File: src/rtl/bridge_pm_pkg.sv
// Constants, types and register map of the bridge power-management block
//Contract
//- In D0 the wake status flag sets on any unmasked event.
//- With skip set, unmasked means flag and mask bit both set.
//- With skip clear, unmasked also needs the global interrupt enable.
//- Identification register bit 26 reads the skip bit.
//- Wake output is open-drain: pull low or release.
//- With wake enabled, card insertion asserts the wake output.
//- Refuse clock stop while either hold-clock bit is set.
//- Refuse clock stop while card side is busy, posted or clocked.
//- Refuse clock stop while serial bus side is busy, pending or active.
//- Request clock restart on card interrupt or status, wake, ring event.
//- Request restart on card clock-run start or card bus request.
//- Request restart when the serial bus goes idle to active.
//- Request restart on hold, FIFO data, busy master or pending interrupt.
//- Stop the card clock when the card is idle, via card clock-run.
//- Card output enable bit floats the card interface and resets the card.
//- Auto power down floats the idle card without a reset.
//- Suspend blocks both reset inputs and gates the PCI clock.
//- A reset while suspended keeps register contents.
//- Suspend floats PCI outputs and gates clock, deferred while granted.
//- Ring and multifunction outputs keep working during suspend.
//- Serial-stream status interrupts wait for the PCI clock.
//- Power state field encodes only D0, D1, D2 and D3hot.
package bridge_pm_pkg;
	localparam int          ADDR_W     = 8;
	localparam int          EV_W       = 16;
	localparam logic [7:0]  OFF_CTRL   = 8'h00;
	localparam logic [7:0]  OFF_MASK   = 8'h04;
	localparam logic [7:0]  OFF_FLAGS  = 8'h08;
	localparam logic [7:0]  OFF_PMCSR  = 8'h0c;
	localparam logic [7:0]  OFF_STATUS = 8'h10;
	localparam logic [7:0]  OFF_IDENT  = 8'h14;
	localparam int          B_HOLD     = 0;
	localparam int          B_HOLD_ALT = 1;
	localparam int          B_SKIP     = 2;
	localparam int          B_GIE      = 3;
	localparam int          B_COE      = 4;
	localparam int          B_APD      = 5;
	localparam int          B_RING_EN  = 6;
	localparam int          PM_WAKE_EN = 8;
	localparam int          PM_WAKE_ST = 15;
	localparam int          ID_SKIP    = 26;
	localparam logic [6:0]  CTRL_RST   = 7'h00;
	localparam logic [15:0] MASK_RST   = 16'h0000;
	// Arbitrary identity value
	localparam logic [31:0] IDENT_BASE = 32'h0000_5a5a;
	localparam logic [1:0]  RESP_OKAY  = 2'h0;
	localparam logic [1:0]  RESP_SLV   = 2'h2;
	localparam int          CLK_NS     = 25;
	localparam int          CRUN_NS    = 50;
	localparam int          CRUN_CYC   = (CRUN_NS + CLK_NS - 1) / CLK_NS;
	localparam int          IDLE_NS    = 1000;
	localparam int          IDLE_CYC   = (IDLE_NS + CLK_NS - 1) / CLK_NS;
	typedef enum logic [1:0] {PS_D0 = 2'h0, PS_D1 = 2'h1, PS_D2 = 2'h2, PS_D3HOT = 2'h3} pstate_t;
	typedef enum logic [2:0] {CR_IDLE = 3'h1, CR_DRIVE = 3'h2, CR_REL = 3'h4} crun_t;
	typedef enum logic [2:0] {CC_RUN = 3'h1, CC_REQ = 3'h2, CC_STOP = 3'h4} cclk_t;
	typedef struct packed {
		logic card_rm_busy;
		logic card_master_busy;
		logic card_posted;
		logic sbus_rm_busy;
		logic sbus_master_busy;
		logic sbus_posted;
		logic sbus_not_idle;
		logic fifo_data;
	} busy_t;
	typedef struct packed {
		logic card_irq;
		logic card_stschg;
		logic card_req;
		logic sbus_active;
	} wake_src_t;
endpackage

File: src/rtl/bridge_power_management.sv
// Power management: wake events, PCI clock-run, card clock, suspend gating
`timescale 1ns/10ps
module bridge_power_management (
	input  wire logic                              aclk,
	input  wire logic                              aresetn,
	input  wire logic [bridge_pm_pkg::ADDR_W-1:0]  s_axi_awaddr,
	input  wire logic                              s_axi_awvalid,
	output logic                                   s_axi_awready,
	input  wire logic [31:0]                       s_axi_wdata,
	input  wire logic [3:0]                        s_axi_wstrb,
	input  wire logic                              s_axi_wvalid,
	output logic                                   s_axi_wready,
	output logic [1:0]                             s_axi_bresp,
	output logic                                   s_axi_bvalid,
	input  wire logic                              s_axi_bready,
	input  wire logic [bridge_pm_pkg::ADDR_W-1:0]  s_axi_araddr,
	input  wire logic                              s_axi_arvalid,
	output logic                                   s_axi_arready,
	output logic [31:0]                            s_axi_rdata,
	output logic [1:0]                             s_axi_rresp,
	output logic                                   s_axi_rvalid,
	input  wire logic                              s_axi_rready,
	input  wire logic [bridge_pm_pkg::EV_W-1:0]    event_in,
	input  wire logic                              card_insert,
	input  wire bridge_pm_pkg::busy_t              busy,
	input  wire bridge_pm_pkg::wake_src_t          wake_src,
	input  wire logic                              card_idle,
	input  wire logic                              ring_in,
	input  wire logic                              suspend_in,
	input  wire logic                              pci_reset_input_n,
	input  wire logic                              global_reset_input_n,
	input  wire logic                              gnt_active,
	input  wire logic                              clkrun_i,
	output logic                                   clkrun_o,
	output logic                                   clkrun_oe,
	input  wire logic                              cclkrun_i,
	output logic                                   cclkrun_o,
	output logic                                   cclkrun_oe,
	output logic                                   wake_o,
	output logic                                   wake_oe,
	output logic                                   ring_wake_output,
	output logic                                   card_clk_en,
	output logic                                   card_hiz,
	output logic                                   card_reset,
	output logic                                   pci_out_hiz,
	output logic                                   pci_clk_gate,
	output logic                                   pci_reset_out_n,
	output logic                                   global_reset_out_n,
	input  wire logic                              csc_serial_req,
	output logic                                   csc_serial_send
);
	import bridge_pm_pkg::*;

	logic [6:0]      ctrl_q;
	logic [EV_W-1:0] mask_q;
	logic [EV_W-1:0] flags_q;
	pstate_t         pstate_q;
	logic            wake_en_q;
	logic            wake_st_q;
	logic            susp_q;
	logic            sbus_act_q;
	logic [7:0]      waddr_q;
	logic [31:0]     wdata_q;
	logic [3:0]      wstrb_q;
	crun_t           cr_q;
	cclk_t           cc_q;
	logic [7:0]      cr_cnt_q;
	logic [7:0]      idle_cnt_q;

	// Suspended resets are blocked, so configuration survives them
	wire reg_rst     = ~aresetn |
		(~susp_q & ~(pci_reset_input_n & global_reset_input_n));
	wire aw_fire     = s_axi_awvalid & s_axi_awready;
	wire w_fire      = s_axi_wvalid & s_axi_wready;
	wire b_fire      = s_axi_bvalid & s_axi_bready;
	wire ar_fire     = s_axi_arvalid & s_axi_arready;
	wire r_fire      = s_axi_rvalid & s_axi_rready;
	wire wr_go       = ~s_axi_awready & ~s_axi_wready & ~s_axi_bvalid;
	wire [31:0] wmsk = {{8{wstrb_q[3]}}, {8{wstrb_q[2]}}, {8{wstrb_q[1]}}, {8{wstrb_q[0]}}};
	wire wr_ctrl     = wr_go & (waddr_q == OFF_CTRL);
	wire wr_mask     = wr_go & (waddr_q == OFF_MASK);
	wire wr_flags    = wr_go & (waddr_q == OFF_FLAGS);
	wire wr_pmcsr    = wr_go & (waddr_q == OFF_PMCSR);
	wire wr_hit      = wr_ctrl | wr_mask | wr_flags | wr_pmcsr;
	wire [31:0] wnew = wdata_q & wmsk;

	// Per-bit qualification, then one OR
	wire [EV_W-1:0] unmasked = flags_q & mask_q &
		{EV_W{ctrl_q[B_SKIP] | ctrl_q[B_GIE]}};
	wire irq_pend    = |unmasked;
	wire wake_set    = ((pstate_q == PS_D0) & irq_pend) |
		(card_insert & wake_en_q);
	wire wake_clr    = wr_pmcsr & wnew[PM_WAKE_ST];
	wire hold_any    = ctrl_q[B_HOLD] | ctrl_q[B_HOLD_ALT];
	wire refuse_stop = hold_any |
		busy.card_rm_busy | busy.card_master_busy | busy.card_posted |
		(cc_q != CC_STOP) |
		busy.sbus_rm_busy | busy.sbus_master_busy | busy.sbus_posted |
		irq_pend | busy.sbus_not_idle;
	wire cc_wake     = (cc_q == CC_STOP) & ~cclkrun_i;
	wire restart     = wake_src.card_irq | wake_src.card_stschg | ring_in |
		cc_wake | wake_src.card_req |
		(wake_src.sbus_active & ~sbus_act_q) |
		ctrl_q[B_HOLD] | busy.fifo_data | busy.sbus_master_busy |
		irq_pend;
	wire need_clk    = refuse_stop | restart;

	wire [31:0] rd_ctrl   = {25'h0, ctrl_q};
	wire [31:0] rd_pmcsr  = {16'h0, wake_st_q, 6'h0, wake_en_q, 6'h0, pstate_q};
	wire [31:0] rd_status = {24'h0, cc_q, cr_q, susp_q, refuse_stop};
	wire [31:0] rd_ident  = IDENT_BASE | ({31'h0, ctrl_q[B_SKIP]} << ID_SKIP);
	wire        rd_hit    = (s_axi_araddr == OFF_CTRL) | (s_axi_araddr == OFF_MASK) |
		(s_axi_araddr == OFF_FLAGS) | (s_axi_araddr == OFF_PMCSR) |
		(s_axi_araddr == OFF_STATUS) | (s_axi_araddr == OFF_IDENT);
	wire [31:0] rd_val    =
		(s_axi_araddr == OFF_CTRL)   ? rd_ctrl :
		(s_axi_araddr == OFF_MASK)   ? {16'h0, mask_q} :
		(s_axi_araddr == OFF_FLAGS)  ? {16'h0, flags_q} :
		(s_axi_araddr == OFF_PMCSR)  ? rd_pmcsr :
		(s_axi_araddr == OFF_STATUS) ? rd_status :
		(s_axi_araddr == OFF_IDENT)  ? rd_ident : 32'h0;

	// Bus slave: address and data in either order, response after both
	always_ff @(posedge aclk) begin
		if (!aresetn) begin
			s_axi_awready <= 1'b1;
			s_axi_wready  <= 1'b1;
			s_axi_bvalid  <= 1'b0;
			s_axi_bresp   <= RESP_OKAY;
			s_axi_arready <= 1'b1;
			s_axi_rvalid  <= 1'b0;
			s_axi_rdata   <= 32'h0;
			s_axi_rresp   <= RESP_OKAY;
			waddr_q       <= 8'h0;
			wdata_q       <= 32'h0;
			wstrb_q       <= 4'h0;
		end else begin
			if (aw_fire) begin
				s_axi_awready <= 1'b0;
				waddr_q       <= s_axi_awaddr;
			end
			if (w_fire) begin
				s_axi_wready <= 1'b0;
				wdata_q      <= s_axi_wdata;
				wstrb_q      <= s_axi_wstrb;
			end
			if (wr_go) begin
				s_axi_bvalid <= 1'b1;
				s_axi_bresp  <= wr_hit ? RESP_OKAY : RESP_SLV;
			end
			if (b_fire) begin
				s_axi_bvalid  <= 1'b0;
				s_axi_awready <= 1'b1;
				s_axi_wready  <= 1'b1;
			end
			if (ar_fire) begin
				s_axi_arready <= 1'b0;
				s_axi_rvalid  <= 1'b1;
				s_axi_rdata   <= rd_val;
				s_axi_rresp   <= rd_hit ? RESP_OKAY : RESP_SLV;
			end
			if (r_fire) begin
				s_axi_rvalid  <= 1'b0;
				s_axi_arready <= 1'b1;
			end
		end
	end

	// Configuration and status registers
	always_ff @(posedge aclk) begin
		if (reg_rst) begin
			ctrl_q    <= CTRL_RST;
			mask_q    <= MASK_RST;
			flags_q   <= '0;
			pstate_q  <= PS_D0;
			wake_en_q <= 1'b0;
			wake_st_q <= 1'b0;
		end else begin
			if (wr_ctrl)
				ctrl_q <= (ctrl_q & ~wmsk[6:0]) | wnew[6:0];
			if (wr_mask)
				mask_q <= (mask_q & ~wmsk[15:0]) | wnew[15:0];
			// New events win over a simultaneous clear
			flags_q <= (flags_q & ~(wr_flags ? wnew[15:0] : 16'h0)) | event_in;
			if (wr_pmcsr && wmsk[0]) begin
				pstate_q <= pstate_t'(wnew[1:0]);
			end
			if (wr_pmcsr && wmsk[8])
				wake_en_q <= wnew[PM_WAKE_EN];
			wake_st_q <= wake_set | (wake_st_q & ~wake_clr);
		end
	end

	// PCI clock-run: hold the line low to refuse a stop or restart the clock
	always_ff @(posedge aclk) begin
		if (!aresetn) begin
			cr_q       <= CR_IDLE;
			cr_cnt_q   <= 8'h0;
			clkrun_o   <= 1'b0;
			clkrun_oe  <= 1'b0;
			sbus_act_q <= 1'b0;
		end else begin
			sbus_act_q <= wake_src.sbus_active;
			case (cr_q)
				CR_IDLE: begin
					if (clkrun_i && need_clk) begin
						cr_q      <= CR_DRIVE;
						cr_cnt_q  <= 8'(CRUN_CYC - 1);
						clkrun_o  <= 1'b0;
						clkrun_oe <= 1'b1;
					end
				end
				CR_DRIVE: begin
					if (cr_cnt_q == 8'h0) begin
						cr_q     <= CR_REL;
						clkrun_o <= 1'b1;
					end else begin
						cr_cnt_q <= cr_cnt_q - 8'h1;
					end
				end
				CR_REL: begin
					cr_q      <= CR_IDLE;
					clkrun_oe <= 1'b0;
				end
				default: begin
					cr_q      <= CR_IDLE;
					clkrun_oe <= 1'b0;
				end
			endcase
		end
	end

	// Card clock: asserted clock-run while running, released to ask for a stop
	always_ff @(posedge aclk) begin
		if (!aresetn) begin
			cc_q        <= CC_RUN;
			idle_cnt_q  <= 8'h0;
			cclkrun_o   <= 1'b0;
			cclkrun_oe  <= 1'b1;
			card_clk_en <= 1'b1;
		end else begin
			case (cc_q)
				CC_RUN: begin
					idle_cnt_q <= card_idle ? idle_cnt_q + 8'h1 : 8'h0;
					if (card_idle && idle_cnt_q == 8'(IDLE_CYC - 1)) begin
						cc_q       <= CC_REQ;
						idle_cnt_q <= 8'h0;
						cclkrun_oe <= 1'b0;
					end
				end
				CC_REQ: begin
					idle_cnt_q <= idle_cnt_q + 8'h1;
					if (!cclkrun_i || !card_idle) begin
						cc_q       <= CC_RUN;
						idle_cnt_q <= 8'h0;
						cclkrun_oe <= 1'b1;
					end else if (idle_cnt_q == 8'(CRUN_CYC - 1)) begin
						cc_q        <= CC_STOP;
						card_clk_en <= 1'b0;
					end
				end
				CC_STOP: begin
					if (cc_wake || !card_idle) begin
						cc_q        <= CC_RUN;
						idle_cnt_q  <= 8'h0;
						cclkrun_oe  <= 1'b1;
						card_clk_en <= 1'b1;
					end
				end
				default: begin
					cc_q        <= CC_RUN;
					cclkrun_oe  <= 1'b1;
					card_clk_en <= 1'b1;
				end
			endcase
		end
	end

	// Suspend takes effect only once the device holds no grant
	always_ff @(posedge aclk) begin
		if (!aresetn) begin
			susp_q             <= 1'b0;
			pci_out_hiz        <= 1'b0;
			pci_clk_gate       <= 1'b0;
			pci_reset_out_n    <= 1'b0;
			global_reset_out_n <= 1'b0;
			wake_o             <= 1'b0;
			wake_oe            <= 1'b0;
			ring_wake_output   <= 1'b0;
			card_hiz           <= 1'b0;
			card_reset         <= 1'b0;
			csc_serial_send    <= 1'b0;
		end else begin
			if (!suspend_in)
				susp_q <= 1'b0;
			else if (!gnt_active)
				susp_q <= 1'b1;
			pci_out_hiz        <= susp_q;
			pci_clk_gate       <= susp_q;
			pci_reset_out_n    <= susp_q | pci_reset_input_n;
			global_reset_out_n <= susp_q | global_reset_input_n;
			wake_o             <= 1'b0;
			wake_oe            <= wake_st_q & wake_en_q;
			ring_wake_output   <= ring_in & ctrl_q[B_RING_EN];
			card_hiz           <= ctrl_q[B_COE] | (ctrl_q[B_APD] & card_idle);
			card_reset         <= ctrl_q[B_COE];
			// The serial stream has no clock of its own
			csc_serial_send    <= csc_serial_req & ~susp_q;
		end
	end
endmodule

File: config.mk
export PLATFORM = sky130hd
export DESIGN_NAME = bridge_power_management
export DESIGN_NICKNAME = d
export VERILOG_FILES = /design/src/rtl/bridge_pm_pkg.sv /design/src/rtl/bridge_power_management.sv
export SDC_FILE = /design/constraint.sdc
export NUM_CORES = 1
export LEC_CHECK = 0
export BUFFER_PORTS_ARGS = -buffer_cell sky130_fd_sc_hd__buf_2
export CORE_MARGIN = 2
export CORE_UTILIZATION = 57
export DETAILED_ROUTE_END_ITERATION = 8
export PLACE_DENSITY = 0.9
export SLEW_MARGIN = 10
export SYNTH_ARGS = -nofsm -noshare
export SYNTH_HDL_FRONTEND = slang
export SYNTH_SLANG_ARGS = --single-unit
export TNS_END_PERCENT = 30
File: constraint.sdc
create_clock -name aclk -period 3.9 [get_ports aclk]
set_clock_uncertainty 0.15 [all_clocks]
set_input_delay 0.39 -clock aclk [delete_from_list [all_inputs] [get_ports aclk]]
set_output_delay 0.39 -clock aclk [all_outputs]
set_load 0.05 [all_outputs]
== Word level (Yosys, flattened, before mapping) ==
Index checks and enable logic that the tools add are counted.

* Logic and storage cells: 206
* Flip-flop bits (word level): 146

* Multiplexer cells: 37
* Bitwise operators: 81
* Add/sub/neg operators: 2
* Reductions and logical operators: 26
* Equal/unequal tests: 25

{| class="wikitable"
|+ Operator list
! kind !! number
|-
| two-way mux 27 bit || 6
|-
| AND 16 bit || 5
|-
| two-way mux 8 bit || 6
|-
| bitwise OR 1 bit || 35
|-
| == test 8 x 4 -> 1 bit, second input constant || 4
|-
| inverter 16 bit || 2
|-
| bitwise OR 16 bit || 2
|-
| zero test 8 bit || 3
|-
| one-hot mux 8 bit (3 select lines) || 1
|-
| AND 1 bit || 23
|-
| two-way mux 3 bit || 6
|-
| == test 8 x 3 -> 1 bit, second input constant || 2
|-
| == test 8 x 5 -> 1 bit, second input constant || 2
|-
| two-way mux 16 bit || 1
|-
| one-hot mux 8 bit (2 select lines) || 1
|-
| OR reduction 16 bit || 1
|-
| != test 2 bit, second input constant || 7
|-
| AND reduction 3 bit || 4
|-
| inverter 1 bit || 11
|-
| one-hot mux 3 bit (3 select lines) || 1
|-
| adder 8 x 1 -> 8 bit, second input constant || 1
|-
| == test 8 x 1 -> 1 bit, second input constant || 1
|-
| == test 8 x 6 -> 1 bit, second input constant || 1
|-
| two-way mux 1 bit || 8
|-
| 22 further kinds || 37
|}

== Logic depth before layout (Yosys ltp) ==
* Depth in word-level cells: 15
* Mapped depth: 8

== Worst setup path before layout ==
No wires, ideal clock.

* Path type: register to register
* Start point: register s_axi_wready
* End point: register (tool-made name)
* Stages on the path, launching flop included: 6
* Setup time: 0.128 ns
* Arrival time: 1.915 ns
* Path buffers: 0
* Setup slack: 1.708 ns
* Data required time: 3.622 ns
* Cell sequence: dfxtp_1 nor3_1 nand3_1 nor3_2 mux2i_1 nor2_1

{| class="wikitable"
|+ RTL lines
! what !! line !! source
|-
| start: declaration || bridge_power_management.sv:12 || <nowiki>output logic s_axi_wready,</nowiki>
|-
| start signal: assignment || bridge_power_management.sv:127 || <nowiki>s_axi_wready <= 1'b1;</nowiki>
|-
| start signal: assignment || bridge_power_management.sv:143 || <nowiki>s_axi_wready <= 1'b0;</nowiki>
|-
| start signal: assignment || bridge_power_management.sv:154 || <nowiki>s_axi_wready <= 1'b1;</nowiki>
|}

==> reports/summary.txt <==
Setup violations, final: 0
Die W: 104.4 µm
Antenna violations before repair: 0
Final wirelength: 16310 µm
Worst Tran Pin Value: 0.8421 ns
Setup TNS: 0 ns
Hold Slack: 0.02287 ns
Leak: 3.096 nW
Die area: 0.01091 mm²
CTS buffer count: 17
Number of synthesized flops with an enable pin: 0
Hpwl dp: 10520 µm
Total Power: 3.481 mW
Fin. max-slew vios: 0
Post-synth ARST share: 0%
Max FO, Critical Path: 12
Pre-CTS WS: 1.485 ns
Fmax: 397.4 MHz
Synth top area share: 44.92%
I/O Buffers: 115
Crit path max-delay cell type: nor3_2
Worst Path Arrival: 2.76 ns
Peak supply drop: 0.2951 mV
Diodes inserted: 0
Crit-path max cell delay: 0.73 ns
Synth unique cells: 59
Root Buffer Master: clkbuf_8
YS warnings: 0
Tcrit/Tclk final: 64.52%
H-Tree Depth: 4
Max Cap Viol: 0
Via count: 5721
Post-route DRC: 0
Core box area: 0.009774 mm²
Ports: 153
Total grt overflow: 0
CTS tree: yes
Outcome: finished, final reports clean
TritonRoute pass-1 iters: 6
Final Hold Fails: 0
Number of global-route vias before repair: 5678
Top cells by area, synth: dfxtp_1 45%, nand2_1 7.8%, nor2_1 5.4%
Area occupied by multi-input gates: 0.002913 mm²
Via density per instance: 5.779
Initial Util: 58.82%
Syn avg cell area: 8.381 µm²
Largest net degree at the start of global routing: 47
Crit Path Class: reg -> reg
Synthesized instance count: 686
Initial drt markers: 659
Seq/Total Area, Yosys: 44.92%
Gpl congestion: 0.9217
FF/Latch Area: 0.002582 mm²
Routed len/inst: 16.47 µm
Clock Tree Buf Depth: 2
Post-DRT Antenna Nets: 0
Worst Path Required: 4.15 ns
#FFs+latches synth: 129
Pwr dens: 464.2 mW/mm²
Net count, final: 944
Crit end category: flip-flop
Clk sinks: 129
RSZ-0062 raised after global routing: no
Fin crit period: 2.516 ns
Post-layout util: 76.73%
First-pass GRT wire length: 26510 µm
Area after DPL: 0.006309 mm²
FILL cells: 611
Final setup margin: 1.384 ns
Post-route cell area: 0.007500 mm²
Area Growth Syn to Fin: 30.45%
Synthesized cell area: 0.005749 mm²
Cts repair resizes: 0
Worst-path clk slew: 0.06 ns
Share of layout cells above drive strength 1: 19.14%
Dominant synthesized flop cell: dfxtp_1
Biggest area consumer among synthesized cells: dfxtp_1
Critical path, cell by cell: nor3_1 -> nand3_1 -> nor3_2 -> mux2i_1 -> nor2_1
Fin cells: 990
Clk_lat worst skew: 0.52 ns
Startpoint Class: flip-flop
DIE HEIGHT: 104.4 µm
Worst slew margin: 43.55%
Worst hold path type: in -> reg
Row count: 36
All-Layer GR Usage: 30.38%
Cells after DPL: 903
## cell families (layout without fill, tap and decap cells)
family	Yosys count	in the layout	synth area share, %
flip-flops	129	129	44.92
adder cells (fa/ha/maj)	3	3	0.6530
AO/OA/AOI/OAI	151	151	17.56
other	1	19	0.06523
buffers and inverters	65	218	5.658
multiplexers	29	29	5.049
XOR/XNOR	8	8	1.219
AND/OR/NAND/NOR	300	300	24.88
## cells in the mapped netlist (5+ instances only)
library cell and instances:
a21boi_0 34, a21oi_1 40, a221oi_1 7, and2_1 13
and3_1 7, buf_2 5, buf_4 20, clkbuf_1 27
dfxtp_1 129, inv_1 13, mux2i_1 29, nand2_1 120
nand3_1 15, nand3b_1 5, nand4_1 10, nor2_1 83
nor2b_1 6, nor3_1 11, o211ai_1 7, o21ai_0 25
xor2_1 6
## power breakdown
part / total, mW / internal [mW] / leakage (nW) / switching (mW)
clock: 1.72 / 1.12 / 0.304 / 0.598
combinational: 0.361 / 0.131 / 1.74 / 0.230
sequential: 1.40 / 1.36 / 1.05 / 0.0406
total: 3.48 / 2.61 / 3.10 / 0.868
## cell usage in the layout (no fill, tap or decap), drive strengths merged, types with 15 or more instances in the layout
| cell type | n |
|---|---|
| a21boi | 34 |
| a21oi | 40 |
| buf | 118 |
| clkbuf | 19 |
| conb | 19 |
| dfxtp | 129 |
| dlygate4sd3 | 55 |
| mux2i | 29 |
| nand2 | 120 |
| nand3 | 15 |
| nor2 | 84 |
| o21ai | 27 |
## path summary, 6_finish.rpt
path                                        to  cells past startpoint  slack (ns)                          from
setup reg to reg                     flip-flop                      5        1.38    s_axi_awready$_SDFFE_PP1P_
hold / removal         waddr_q[1]$_SDFFE_PN0P_                      3        0.02               s_axi_awaddr[1]
hold reg to reg   s_axi_rdata[14]$_SDFFE_PN0P_                      2        0.31  s_axi_rdata[14]$_SDFFE_PN0P_
setup / recovery                     flip-flop                      5        1.38    s_axi_awready$_SDFFE_PP1P_
## metal layers
layer / global-route usage, % / wire (µm) / vias to the layer above
met1: 32.33 / 5930 / 2672
met2: 55.60 / 8388 / 303
met5: 0 / 0 / -
li1: - / - / 2673
met4: 14.86 / 655 / 0
met3: 7.519 / 1334 / 73
## critical path: cells and delay by family, from the launching register on
kind / cells / cell delay (ns)
and+or+nand+nor: 4 / 1.52
DFF: 1 / 0.43
muxes: 1 / 0.30
## what timing repair did
item | in CTS | in global routing
setup buffers | 0 | 0
hold buffers | 55 | 0
hold endpoints to repair | 52 | 0
## final cells by class
cell class,count,share of cell area [%]
clock buffer,19,5.756
clock inverter,13,2.786
inverter,13,0.6507
multi-input combinational,510,38.84
sequential,129,34.43
tap,133,2.219
timing repair buffer,173,15.32
(Power assumes the default switching activity.)
